## src/inc/acb_pkg.sv

```systemverilog
// Package for the converter configuration bank: offsets, reset values, field positions and carriers.
package acb_pkg;

  // ==========================================================================
  // Register offsets
  // ==========================================================================
  localparam logic [3:0] OFS_SETUP_CONFIG        = 4'h0;
  localparam logic [3:0] OFS_INPUT_PAIR_SELECT   = 4'h1;
  localparam logic [3:0] OFS_ANALOG_CONTROL      = 4'h2;
  localparam logic [3:0] OFS_CURRENT_DAC_ONE     = 4'h3;
  localparam logic [3:0] OFS_CURRENT_DAC_TWO     = 4'h4;
  localparam logic [3:0] OFS_OFFSET_DAC_SETTING  = 4'h5;
  localparam logic [3:0] OFS_DIGITAL_IO_STATE    = 4'h6;
  localparam logic [3:0] OFS_PIN_DRIVE_SELECT    = 4'h7;
  localparam logic [3:0] OFS_DECIMATION_LOW      = 4'h8;
  localparam logic [3:0] OFS_MODE_DECIMATION_HI  = 4'h9;
  localparam logic [3:0] OFS_OFFSET_CAL_LOW      = 4'ha;
  localparam logic [3:0] OFS_OFFSET_CAL_MID      = 4'hb;
  localparam logic [3:0] OFS_OFFSET_CAL_HIGH     = 4'hc;
  localparam logic [3:0] OFS_GAIN_CAL_LOW        = 4'hd;
  localparam logic [3:0] OFS_GAIN_CAL_MID        = 4'he;
  localparam logic [3:0] OFS_GAIN_CAL_HIGH       = 4'hf;

  localparam int unsigned REG_COUNT  = 16;
  localparam int unsigned BANK_COUNT = 8;
  localparam int unsigned RAM_BYTES  = 128;

  // ==========================================================================
  // Setup and mode register fields
  // ==========================================================================
  localparam int unsigned SETUP_ID_LSB    = 5;
  localparam int unsigned SETUP_SPEED     = 4;
  localparam int unsigned SETUP_REF_EN    = 3;
  localparam int unsigned SETUP_REF_LEVEL = 2;
  localparam int unsigned SETUP_BUF_EN    = 1;
  localparam int unsigned SETUP_BIT_ORDER = 0;
  localparam int unsigned MODE_READY_BIT  = 7;

  // Factory identification bits; the value is arbitrary.
  localparam logic [2:0] FACTORY_ID = 3'h5;

  // ==========================================================================
  // Reset values
  // ==========================================================================
  localparam logic [7:0] RST_SETUP_LOW = 8'h0e;
  localparam logic [7:0] RST_MUX       = 8'h01;
  localparam logic [7:0] RST_ZERO      = 8'h00;
  localparam logic [7:0] RST_DIR       = 8'hff;
  localparam logic [7:0] RST_DEC_LOW   = 8'h80;
  localparam logic [7:0] RST_MODE_DEC  = 8'h07;
  localparam logic [7:0] RST_GAIN_MID  = 8'h00;
  localparam logic [7:0] RST_GAIN_HIGH = 8'h40;
  localparam logic [6:0] RST_PTR       = 7'h00;

  // Modulator divide ratios selected by the speed bit.
  localparam logic [8:0] MOD_DIV_SLOW = 9'h100;
  localparam logic [8:0] MOD_DIV_FAST = 9'h080;

  // ==========================================================================
  // Carriers
  // ==========================================================================
  typedef enum logic [2:0] {
    ACB_NOP,
    ACB_REG_WR,
    ACB_REG_RD,
    ACB_RAM_WR,
    ACB_RAM_RD,
    ACB_PTR_LOAD,
    ACB_COPY_TO_RAM,
    ACB_COPY_TO_REG
  } acb_cmd_e;

  typedef struct packed {
    logic     valid;
    acb_cmd_e cmd;
    logic [7:0] addr;
    logic [7:0] wdata;
  } acb_req_s;

  typedef struct packed {
    logic       valid;
    logic [7:0] rdata;
  } acb_rsp_s;

  typedef struct packed {
    logic       speed_slow;
    logic       ref_enable;
    logic       ref_level_high;
    logic       buffer_enable;
    logic       lsb_first;
  } acb_setup_s;

endpackage

```

## src/rtl/acb_bank.sv

```systemverilog
// Configuration registers, 128-byte bank RAM, result-ready flag and sync control.
// Function
// - Ready output falls when new result arrives.
// - Ready output rises after result read completes.
// - Ready rises before update; master reads only low.
// - Sync from pin or serial command.
// - Sync pin falling edge clears filter counter.
// - Modulator held in reset while pin low.
// - Conversion resumes three clocks after pin high.
// - Sixteen read/write configuration registers.
// - Result data only through dedicated command.
// - Single register or RAM access moves one byte.
// - Bank copies always move sixteen bytes.
// - Eight banks of sixteen bytes, 128 total.
// - RAM independent of live registers.
// - RAM accessible directly from power-up.
// - Auto-incrementing linear RAM pointer crosses banks.
// - Pointer wraps bank 7 offset F to zero.
// - Address upper nibble bank, lower nibble offset.
// - Checksum of RAM on its own output port; no master command reads it.
// - Speed bit picks divide by 128 or 256.
// - Reference enable and level bits in setup.
// - Buffer enable bit; top three bits read-only ID.
// - Bit order bit affects only outgoing bytes.
// - Mode register bit 7 mirrors ready pin.
`timescale 1ns/1ps
`default_nettype none

module acb_bank (
  input  wire logic              sys_clk,
  input  wire logic              srst,
  input  wire acb_pkg::acb_req_s req,
  output acb_pkg::acb_rsp_s      rsp,
  input  wire logic              sync_cmd,
  input  wire logic              conversion_sync_n,
  input  wire logic              result_update_start,
  input  wire logic              result_valid,
  input  wire logic [23:0]       result_data,
  input  wire logic              result_read,
  input  wire logic              result_read_done,
  output logic                   result_ready_n,
  output logic [7:0]             result_byte,
  output logic                   filter_count_clear,
  output logic                   modulator_reset,
  output logic [8:0]             modulator_divide,
  output acb_pkg::acb_setup_s    setup,
  output logic [7:0]             ram_checksum,
  output logic [7:0]             digital_io_out,
  output logic [7:0]             pin_drive_in_n
);
  import acb_pkg::*;

  // ==========================================================================
  // Storage
  // ==========================================================================
  logic [7:0]  regs_q [REG_COUNT];
  logic [7:0]  ram_q  [RAM_BYTES];
  logic [6:0]  ptr_q;
  logic [2:0]  copy_bank_q;
  logic [4:0]  copy_cnt_q;
  logic        copy_dir_q;
  logic        copy_busy_q;
  logic [7:0]  sum_q;
  logic        sync_meta_q;
  logic        sync_q;
  logic        sync_prev_q;
  logic [23:0] result_q;
  logic [1:0]  result_sel_q;

  function automatic logic [7:0] bit_reverse(input logic [7:0] v);
    logic [7:0] r;
    r = 8'h00;
    for (int i = 0; i < 8; i++) begin
      r[i] = v[7 - i];
    end
    return r;
  endfunction

  // Outgoing bytes honour the bit-order setting; incoming bytes never do.
  function automatic logic [7:0] out_byte(input logic [7:0] v, input logic lsb_first);
    return lsb_first ? bit_reverse(v) : v;
  endfunction

  // Setup reads back the identification field in place of the stored bits.
  function automatic logic [7:0] reg_view(input logic [3:0] ofs);
    logic [7:0] v;
    v = regs_q[ofs];
    if (ofs == OFS_SETUP_CONFIG) begin
      v[7:SETUP_ID_LSB] = FACTORY_ID;
    end else if (ofs == OFS_MODE_DECIMATION_HI) begin
      v[MODE_READY_BIT] = result_ready_n;
    end
    return v;
  endfunction

  // ==========================================================================
  // Sync pin synchroniser and modulator control
  // ==========================================================================
  always_ff @(posedge sys_clk) begin
    if (srst) begin
      sync_meta_q <= 1'b1;
      sync_q      <= 1'b1;
      sync_prev_q <= 1'b1;
    end else begin
      sync_meta_q <= conversion_sync_n;
      sync_q      <= sync_meta_q;
      sync_prev_q <= sync_q;
    end
  end

  // The command path gives a one-cycle pulse; the pin path holds reset while low.
  always_ff @(posedge sys_clk) begin
    if (srst) begin
      filter_count_clear <= 1'b0;
      modulator_reset    <= 1'b0;
    end else begin
      filter_count_clear <= (sync_prev_q & ~sync_q) | sync_cmd;
      modulator_reset    <= ~sync_q;
    end
  end

  // ==========================================================================
  // Result-ready flag
  // ==========================================================================
  // A new result wins over a read completing in the same cycle.
  always_ff @(posedge sys_clk) begin
    if (srst) begin
      result_ready_n <= 1'b1;
      result_q       <= 24'h00_0000;
    end else if (result_valid) begin
      result_ready_n <= 1'b0;
      result_q       <= result_data;
    end else if (result_update_start || result_read_done) begin
      result_ready_n <= 1'b1;
    end
  end

  // Result bytes come out most significant first through a dedicated read.
  always_ff @(posedge sys_clk) begin
    if (srst) begin
      result_sel_q <= 2'd0;
      result_byte  <= 8'h00;
    end else if (result_read_done) begin
      result_sel_q <= 2'd0;
    end else if (result_read && !result_ready_n) begin
      case (result_sel_q)
        2'd0:    result_byte <= out_byte(result_q[23:16], regs_q[OFS_SETUP_CONFIG][SETUP_BIT_ORDER]);
        2'd1:    result_byte <= out_byte(result_q[15:8], regs_q[OFS_SETUP_CONFIG][SETUP_BIT_ORDER]);
        default: result_byte <= out_byte(result_q[7:0], regs_q[OFS_SETUP_CONFIG][SETUP_BIT_ORDER]);
      endcase
      result_sel_q <= (result_sel_q == 2'd2) ? 2'd0 : result_sel_q + 2'd1;
    end
  end

  // ==========================================================================
  // Configuration registers
  // ==========================================================================
  always_ff @(posedge sys_clk) begin
    if (srst) begin
      regs_q[OFS_SETUP_CONFIG]       <= RST_SETUP_LOW;
      regs_q[OFS_INPUT_PAIR_SELECT]  <= RST_MUX;
      regs_q[OFS_ANALOG_CONTROL]     <= RST_ZERO;
      regs_q[OFS_CURRENT_DAC_ONE]    <= RST_ZERO;
      regs_q[OFS_CURRENT_DAC_TWO]    <= RST_ZERO;
      regs_q[OFS_OFFSET_DAC_SETTING] <= RST_ZERO;
      regs_q[OFS_DIGITAL_IO_STATE]   <= RST_ZERO;
      regs_q[OFS_PIN_DRIVE_SELECT]   <= RST_DIR;
      regs_q[OFS_DECIMATION_LOW]     <= RST_DEC_LOW;
      regs_q[OFS_MODE_DECIMATION_HI] <= RST_MODE_DEC;
      regs_q[OFS_OFFSET_CAL_LOW]     <= RST_ZERO;
      regs_q[OFS_OFFSET_CAL_MID]     <= RST_ZERO;
      regs_q[OFS_OFFSET_CAL_HIGH]    <= RST_ZERO;
      regs_q[OFS_GAIN_CAL_LOW]       <= RST_ZERO;
      regs_q[OFS_GAIN_CAL_MID]       <= RST_GAIN_MID;
      regs_q[OFS_GAIN_CAL_HIGH]      <= RST_GAIN_HIGH;
    end else if (copy_busy_q && copy_dir_q) begin
      regs_q[copy_cnt_q[3:0]] <= ram_q[{copy_bank_q, copy_cnt_q[3:0]}];
    end else if (req.valid && req.cmd == ACB_REG_WR) begin
      regs_q[req.addr[3:0]] <= req.wdata;
    end
  end

  // ==========================================================================
  // Bank RAM, pointer and bank copy engine
  // ==========================================================================
  // RAM has no reset so it keeps contents apart from register resets.
  always_ff @(posedge sys_clk) begin
    if (copy_busy_q && !copy_dir_q) begin
      ram_q[{copy_bank_q, copy_cnt_q[3:0]}] <= reg_view(copy_cnt_q[3:0]);
    end else if (req.valid && req.cmd == ACB_RAM_WR && !copy_busy_q) begin
      ram_q[ptr_q] <= req.wdata;
    end
  end

  // The 7-bit pointer wraps naturally from bank 7 offset F to bank 0 offset 0.
  always_ff @(posedge sys_clk) begin
    if (srst) begin
      ptr_q <= RST_PTR;
    end else if (req.valid && !copy_busy_q) begin
      if (req.cmd == ACB_PTR_LOAD) begin
        ptr_q <= {req.addr[6:4], req.addr[3:0]};
      end else if (req.cmd == ACB_RAM_WR || req.cmd == ACB_RAM_RD) begin
        ptr_q <= ptr_q + 7'd1;
      end
    end
  end

  // Copies run one byte per cycle for sixteen cycles; other requests are dropped meanwhile, except register writes during a copy to RAM.
  always_ff @(posedge sys_clk) begin
    if (srst) begin
      copy_busy_q <= 1'b0;
      copy_cnt_q  <= 5'd0;
      copy_bank_q <= 3'd0;
      copy_dir_q  <= 1'b0;
    end else if (copy_busy_q) begin
      copy_cnt_q  <= copy_cnt_q + 5'd1;
      copy_busy_q <= (copy_cnt_q != 5'd15);
    end else if (req.valid && (req.cmd == ACB_COPY_TO_RAM || req.cmd == ACB_COPY_TO_REG)) begin
      copy_busy_q <= 1'b1;
      copy_cnt_q  <= 5'd0;
      copy_bank_q <= req.addr[6:4];
      copy_dir_q  <= (req.cmd == ACB_COPY_TO_REG);
    end
  end

  // Running sum over all RAM bytes, rebuilt every 128 cycles.
  logic [6:0] sum_idx_q;
  logic [7:0] sum_acc_q;
  always_ff @(posedge sys_clk) begin
    if (srst) begin
      sum_idx_q    <= 7'd0;
      sum_acc_q    <= 8'h00;
      ram_checksum <= 8'h00;
    end else begin
      sum_idx_q <= sum_idx_q + 7'd1;
      if (sum_idx_q == 7'd127) begin
        ram_checksum <= sum_acc_q + ram_q[sum_idx_q];
        sum_acc_q    <= 8'h00;
      end else begin
        sum_acc_q <= sum_acc_q + ram_q[sum_idx_q];
      end
    end
  end

  // ==========================================================================
  // Read answers and decoded outputs
  // ==========================================================================
  always_ff @(posedge sys_clk) begin
    if (srst) begin
      rsp <= '0;
    end else begin
      rsp.valid <= 1'b0;
      if (req.valid && !copy_busy_q) begin
        if (req.cmd == ACB_REG_RD) begin
          rsp.valid <= 1'b1;
          rsp.rdata <= out_byte(reg_view(req.addr[3:0]), regs_q[OFS_SETUP_CONFIG][SETUP_BIT_ORDER]);
        end else if (req.cmd == ACB_RAM_RD) begin
          rsp.valid <= 1'b1;
          rsp.rdata <= out_byte(ram_q[ptr_q], regs_q[OFS_SETUP_CONFIG][SETUP_BIT_ORDER]);
        end
      end
    end
  end

  always_ff @(posedge sys_clk) begin
    if (srst) begin
      setup            <= '0;
      modulator_divide <= MOD_DIV_FAST;
      digital_io_out   <= RST_ZERO;
      pin_drive_in_n   <= RST_DIR;
    end else begin
      setup.speed_slow     <= regs_q[OFS_SETUP_CONFIG][SETUP_SPEED];
      setup.ref_enable     <= regs_q[OFS_SETUP_CONFIG][SETUP_REF_EN];
      setup.ref_level_high <= regs_q[OFS_SETUP_CONFIG][SETUP_REF_LEVEL];
      setup.buffer_enable  <= regs_q[OFS_SETUP_CONFIG][SETUP_BUF_EN];
      setup.lsb_first      <= regs_q[OFS_SETUP_CONFIG][SETUP_BIT_ORDER];
      modulator_divide     <= regs_q[OFS_SETUP_CONFIG][SETUP_SPEED] ? MOD_DIV_SLOW : MOD_DIV_FAST;
      digital_io_out       <= regs_q[OFS_DIGITAL_IO_STATE];
      pin_drive_in_n       <= regs_q[OFS_PIN_DRIVE_SELECT];
    end
  end

endmodule

`default_nettype wire

```

## config.mk

```make
export PLATFORM = sky130hd
export DESIGN_NAME = acb_bank
export DESIGN_NICKNAME = d
export VERILOG_FILES = /design/src/inc/acb_pkg.sv /design/src/rtl/acb_bank.sv
export SDC_FILE = /design/constraint.sdc
export NUM_CORES = 2
export LEC_CHECK = 0
export BUFFER_PORTS_ARGS = -buffer_cell sky130_fd_sc_hd__clkbuf_2
export CAP_MARGIN = 20
export CORE_MARGIN = 4
export CORE_UTILIZATION = 55
export DETAILED_ROUTE_END_ITERATION = 12
export PLACE_DENSITY = 0.72
export SETUP_SLACK_MARGIN = 0.05
export SYNTH_ARGS = -nofsm -noshare
export SYNTH_HDL_FRONTEND = slang
export SYNTH_SLANG_ARGS = --single-unit
export TNS_END_PERCENT = 20
```

## constraint.sdc

```tcl
create_clock -name sys_clk -period 19 [get_ports sys_clk]
set_input_delay 5.7 -clock sys_clk [delete_from_list [all_inputs] [get_ports sys_clk]]
set_output_delay 5.7 -clock sys_clk [all_outputs]
set_load 0.01 [all_outputs]
```

======== Word level (Yosys, flattened, before mapping) ========
Memory sizes are Yosys's and may differ from the RTL's. A register that Yosys moved wholly into a read port is not among the register bits.
Index checks and enable logic that the tools add are counted.
word-level totals
  register bits ........................... 103
  bits in latches ......................... 0
  memory bits (writable) .................. 1152
  memory bits (read-only) ................. 0
  word-level logic and storage cells ...... 136
  memories ................................ 2
operators by class
  add/sub/neg operators ................... 5
  $mul .................................... 0
  div/mod/pow operators ................... 0
  $lt $le $gt $ge ......................... 0
  equal/unequal tests ..................... 13
  shifts and indexed selects .............. 0
  mux-type cells .......................... 54
  bitwise operators ....................... 6
  reductions and logical operators ........ 31
memories
  name    words  bits a word  read ports  clocked after memory_dff  write ports  RTL line        source
  ram_q   128    8            3           2                         1            acb_bank.sv:57  logic [7:0] ram_q [RAM_BYTES];
  regs_q  16     8            5           3                         16           acb_bank.sv:56  logic [7:0] regs_q [REG_COUNT];
operators by type and width
  cell                                                  number
  two-way mux 8 bit                                     8
  two-way mux 7 bit                                     6
  two-way mux 9 bit                                     3
  two-way mux 1 bit                                     26
  OR reduction 8 bit                                    3
  two-way mux 4 bit                                     4
  one-hot mux 8 bit (2 select lines)                    1
  adder 7 x 1 -> 7 bit (second input constant)          2
  equality test 3 bit (second input constant)           4
  two-way mux 5 bit                                     2
  adder 8 bit                                           1
  equality test 4 bit (second input constant)           2
  logical AND 1 bit                                     8
  logical NOT 4 bit                                     2
  two-way mux 2 bit                                     4
  AND reduction 2 bit                                   4
  nonzero test 2 bit                                    4
  equality test 7 bit (second input constant)           1
  equality test 3 x 2 -> 1 bit (second input constant)  2
  OR reduction 2 bit                                    3
  adder 5 x 1 -> 5 bit (second input constant)          1
  != test 5 x 4 -> 1 bit (second input constant)        1
  NOT 1 bit                                             4
  equality test 3 x 1 -> 1 bit (second input constant)  1
  8 further kinds                                       12

======== Depth between registers and ports, before layout ========
  depth in word-level cells ............... 8
  depth in mapped cells ................... 19
  depth with buffers taken out ............ 15

======== Least setup slack after synthesis ========
No wires, ideal clock.
  path type ............................... input to register
  start ................................... in req[16] (netlist name)
  end ..................................... mem ram_q[0][7], data pin
  library setup time ...................... 1.197 ns
  data arrival time ....................... 11.413 ns
  required time ........................... 17.803 ns
  setup slack ............................. 6.391 ns
  stages on the path ...................... 6
  cells stage by stage .................... clkbuf_1 > nand2_1 > nor2_1 > clkbuf_1 > clkbuf_1 > o21ai_0
on the way
  word-level cells in the longest chain between the ends .. 8
RTL lines
  what                                     RTL line         source
  start, declared                          acb_bank.sv:32   input wire acb_pkg::acb_req_s req,
  equality test 3 x 2 -> 1 bit             acb_bank.sv:190  end else if (req.valid && req.cmd == ACB_RAM_WR && !copy_busy_q) begin
  logical AND 1 bit (2 in series)          acb_bank.sv:190
  two-way mux 1 bit                        acb_bank.sv:190
  two-way mux 1 bit                        acb_bank.sv:188  if (copy_busy_q && !copy_dir_q) begin
  two-way mux 1 bit (implied by the code)  acb_bank.sv:191  ram_q[ptr_q] <= req.wdata;
  OR reduction 8 bit (no source line)      --
  two-way mux 8 bit (no source line)       --
  end, declared                            acb_bank.sv:57
Every way passes these cells.

======== Worst setup path after layout ========
  start ................................... in req[17] (netlist name)
  end ..................................... mem ram_q[90][0] (enable)
on the way
  word-level cells in the longest chain between the ends .. 8
  elaborated cells between the ends (all ways) .. 9
  those cells by class .................... 1 x eq/ne; 5 x mux; 3 x reduce/logical
RTL lines
  what                                                                     RTL line
  equality test 3 x 2 -> 1 bit *                                           acb_bank.sv:190
  logical AND 1 bit * (2 in series)                                        acb_bank.sv:190
  two-way mux 1 bit *                                                      acb_bank.sv:190
  two-way mux 1 bit *                                                      acb_bank.sv:188
  two-way mux 1 bit (implied by the code) *                                acb_bank.sv:191
  OR reduction 8 bit (no source line)                                      --
  two-way mux 7 bit (no source line) or two-way mux 1 bit (tied branches)  --
Mark *: on every way between the ends. The rest lies on a longest branch, timed or not.

==> metrics.md <==
| Metric | Value |
|---|---|
| Largest net degree at the start of global routing | about 100 |
| Port-buffer cells | 101 |
| Die width | around 360 um |
| Worst R2R End | ram_checksum[7]$_SDFFE_PP0P_ |
| Gr ovfl total | 0 |
| Register area | 37100 sq um |
| Most common cell after layout, fill and taps aside | edfxtp_1 |
| Hold Crit Endpoint | sync_q$_SDFF_PP1_ |
| Initial antenna violation count | 18 |
| Count of unique library cells instantiated by Yosys | 77 |
| Clk pin slew, worst setup/hold paths | about 60 ps |
| Vert. Die Dim | between 300 and 400 um |
| Most frequent cells in the layout | edfxtp_1, mux4_2, nor2_1 |
| Num CTS Buffers | 135 |
| Crit-path cells | clkbuf_2 -> nor2b_1 -> nand3_1 -> buf_16 -> o21ai_1 -> nand2_1 -> nor2_1 |
| Worst Tran Pin Value | between 1000 and 1500 ps |
| CTS tree | yes |
| CP max-delay cell | o21ai_1 |
| DR DRC count | 0 |
| Worst skew pair latency | about 800 ps |
| Final setup TNS | 0 ps |
| Slew HR | roughly 10% |
| Total Routed Length | ~230000 um |
| Peak supply drop | 90.3 uV |
| Core Util, Final | 61.1% |
| Cell count of the worst reg-to-reg path | 17 |
| I/O pin count | 110 |
| Share of layout cells above drive strength 1 | 34.0% |
| Global placer's final weighted congestion | 1.03 |
| Hold Path Stages | 1 |
| Register area share after synthesis | a little over half |
| Footprint of the multi-input gates | 29100 sq um |
| Worst Path Arrival | roughly 9400 ps |
| Final setup margin | roughly 10000 ps |
| Crit-path leading delay family | simple AND/OR/NAND/NOR gates |
| Final Hold Viols | 0 |
| RSZ-0062 raised after global routing | false |
| Post-Syn Instances | 4091 |
| FF-to-FF Start | sum_idx_q[0]$_SDFF_PP0_ |
| Post-synth EDFFs | 1152 |
| Area Overhead vs Synth | 9.93% |
| CP Class | in2reg |
| Required @ worst endpoint | between 15000 and 20000 ps |
| Hold_buf cts | 0 |
| Buf/Inv on CP | 2 |
| Core Area | between 100000 and 150000 sq um |
| Vias | around 45000 |
| Primary FF master, synth | edfxtp_1 |
| Yosys reg bits | between 1000 and 1500 |
| Fmax achieved | between 100 and 150 MHz |
| Overall routing resource usage | a little over a third |
| Global-route wire length before repair | around 320000 um |
| Post-Place Worst Slack | between 9000 and 10000 ps |
| Final setup fails | 0 |
| Critical Path Max Stage Delay | around 1000 ps |
| Rows | 128 |
| Deepest clock path buffer count | 3 |
| Initial Utilization | a little under three fifths |
| 1st-iter DRT viols | 8192 |
| Root buf cell | clkbuf_16 |
| Final Cycle Share | roughly 47% |
| Worst clock skew | 29.2 ps |
| Number of global-route vias before repair | approximately 43000 |
| Post-Syn Area per Cell | between 15 and 20 sq um |
| Critical-path maximum fanout | 20 |
| HP Class | reg2reg |
| Post-layout minimum cycle time | roughly 9000 ps |
| CP Launch Type | primary input |
| Asr flop ratio synth | 0% |
| Crit path capture type | flip-flop |
| Fill cell count | roughly 8600 |
| FF-to-FF setup slack | 11650 ps |
| NumNets Final | around 4200 |
| DP Wirelength | roughly 150000 um |
| Htree depth | 4 |
| Die area | ~130000 sq um |
| Min-delay src | sync_meta_q$_SDFF_PP1_ |
| Clock sinks | about 1300 |
| Via density per instance | between 7 and 8 |
| ANT nets after route | 0 |
| Leak Pwr | 22.6 nW |
| PostCTS Resize Cnt | 0 |
| Syn Std Cell Area | between 60000 and 70000 sq um |
| TritonRoute pass-1 iters | 6 |
| Avg WL per Cell | between 30 and 40 um |
| Status | complete, no violations |
| Warnings from Yosys | 0 |
| Max-Cap Viols | 0 |
| # Post-CTS Setup Buffers | 0 |
| Slew Viols, Final | 0 |
| P per Cell Area | approximately 90 nW/um^2 |
## Yosys cell counts, types with 5 or more instances
master / count / area, sq um
buf_4: 37 / 278
inv_1: 27 / 101
o211ai_1: 6 / 45.0
ha_1: 13 / 163
mux2_2: 51 / 574
o31ai_1: 11 / 82.6
a31oi_1: 10 / 62.6
mux2i_1: 112 / 1120
o22ai_1: 84 / 526
nor4_1: 14 / 87.6
and2_1: 9 / 56.3
nor2b_1: 43 / 269
or3_1: 13 / 81.3
and3_1: 14 / 87.6
xnor2_1: 6 / 52.6
o22ai_2: 8 / 100
nand2_1: 177 / 664
edfxtp_1: 1152 / 34600
a21oi_1: 89 / 445
o221ai_1: 16 / 140
a22oi_1: 96 / 721
nand2b_1: 40 / 250
a21boi_0: 10 / 75.1
a32oi_1: 5 / 43.8
nor2_1: 376 / 1410
or2_2: 17 / 106
a221oi_1: 23 / 201
nand3b_1: 12 / 90.1
a211oi_1: 47 / 353
nor3b_1: 5 / 37.5
buf_6: 16 / 180
o21ai_1: 5 / 25.0
dfxtp_1: 122 / 2440
mux4_2: 872 / 19600
o21ai_0: 58 / 290
nand3_1: 44 / 220
buf_1: 55 / 206
clkbuf_1: 164 / 616
nor3_1: 58 / 290
a22o_1: 6 / 52.6
buf_2: 93 / 465
## worst reg2reg max path: stages, from the launching register on
cell and delay (ps):
dfxtp_4 840, buf_4 800, buf_4 590, buf_4 650
mux4_2 660, mux4_2 590, mux4_2 680, nand2_1 140
and2_1 310, inv_1 80, ha_1 270, a21o_1 190
a211oi_1 320, o21ai_0 200, and3_1 220, or4_1 450
mux2_2 270, nand2_1 50
## logic make-up (layout without fill, tap and decap cells)
family	Yosys count	after routing	share of synthesized area, %
DFF	1274	1274	54.6
and+or+nand+nor	841	841	5.60
muxes	1035	1035	31.4
other	1	26	0.00552
AOI/OAI and AO/OA	522	522	5.29
xor gates and xnor gates	10	10	0.129
buffers and inverters	394	508	2.73
adders and majority gates	14	14	0.269
## through the flow
step	cell area (sq um)	total power [mW]	instances	hold WS, ps
after global placement	69700	3.89	5568	393
after CTS	74400	6.57	5820	414
after floorplan	67900	3.67	4097	389
final	74600	6.60	5855	411
after detailed placement	69800	3.89	5575	397
after global routing	74600	6.75	5836	430
## power breakdown
group	leakage (nW)	internal, mW	total, mW	switching (mW)
sequential	11.4	3.09	3.13	0.0339
clock	2.25	1.59	2.74	1.15
combinational	9.01	0.300	0.735	0.435
total	22.6	4.98	6.60	1.62
## per-layer routing
| layer | wire length, um | vias to the layer above | track usage [%] |
|---|---|---|---|
| li1 | - | 17300 | - |
| met1 | 74000 | 23100 | 45.1 |
| met2 | 99100 | 4270 | 50.3 |
| met3 | 39000 | 772 | 15.0 |
| met4 | 15600 | 12 | 19.2 |
| met5 | 129 | - | 0.407 |
## registers in the layout (all words and copies together) (netlist names), 2 cells and up, named ones only
signal            cells
sum_idx_q             7
result_q             24
digital_io_out        8
result_byte           8
pin_drive_in_n        8
copy_cnt_q            5
sum_acc_q             8
ptr_q                 7
ram_checksum          8
ram_q              1024
modulator_divide      2
setup                 4
rsp                   9
copy_bank_q           3
result_sel_q          2
regs_q              128
## cell type report
type                            instances  area share (%)
Antenna cell                           19          0.0637
Sequential cell                      1274            49.7
Multi-Input combinational cell       2429            39.1
Timing Repair Buffer                  234            2.23
Tap cell                             1625            2.72
Clock inverter                         70           0.932
Inverter                               29           0.146
Clock buffer                          175            5.18
## worst max path at each step
stage	start	end	slack (ps)	depth (start not counted)
after floorplan	req[16]	ram_q[0][7]$_DFFE_PP_	6390	6
after global placement	req[17]	ram_q[22][6]$_DFFE_PP_	8980	6
after detailed placement	req[17]	ram_q[82][6]$_DFFE_PP_	9090	6
after CTS	req[17]	ram_q[80][4]$_DFFE_PP_	9810	6
after global routing	req[17]	ram_q[126][1]$_DFFE_PP_	10120	8
final	req[17]	ram_q[90][0]$_DFFE_PP_	10030	7
(Power assumes the default switching activity.)
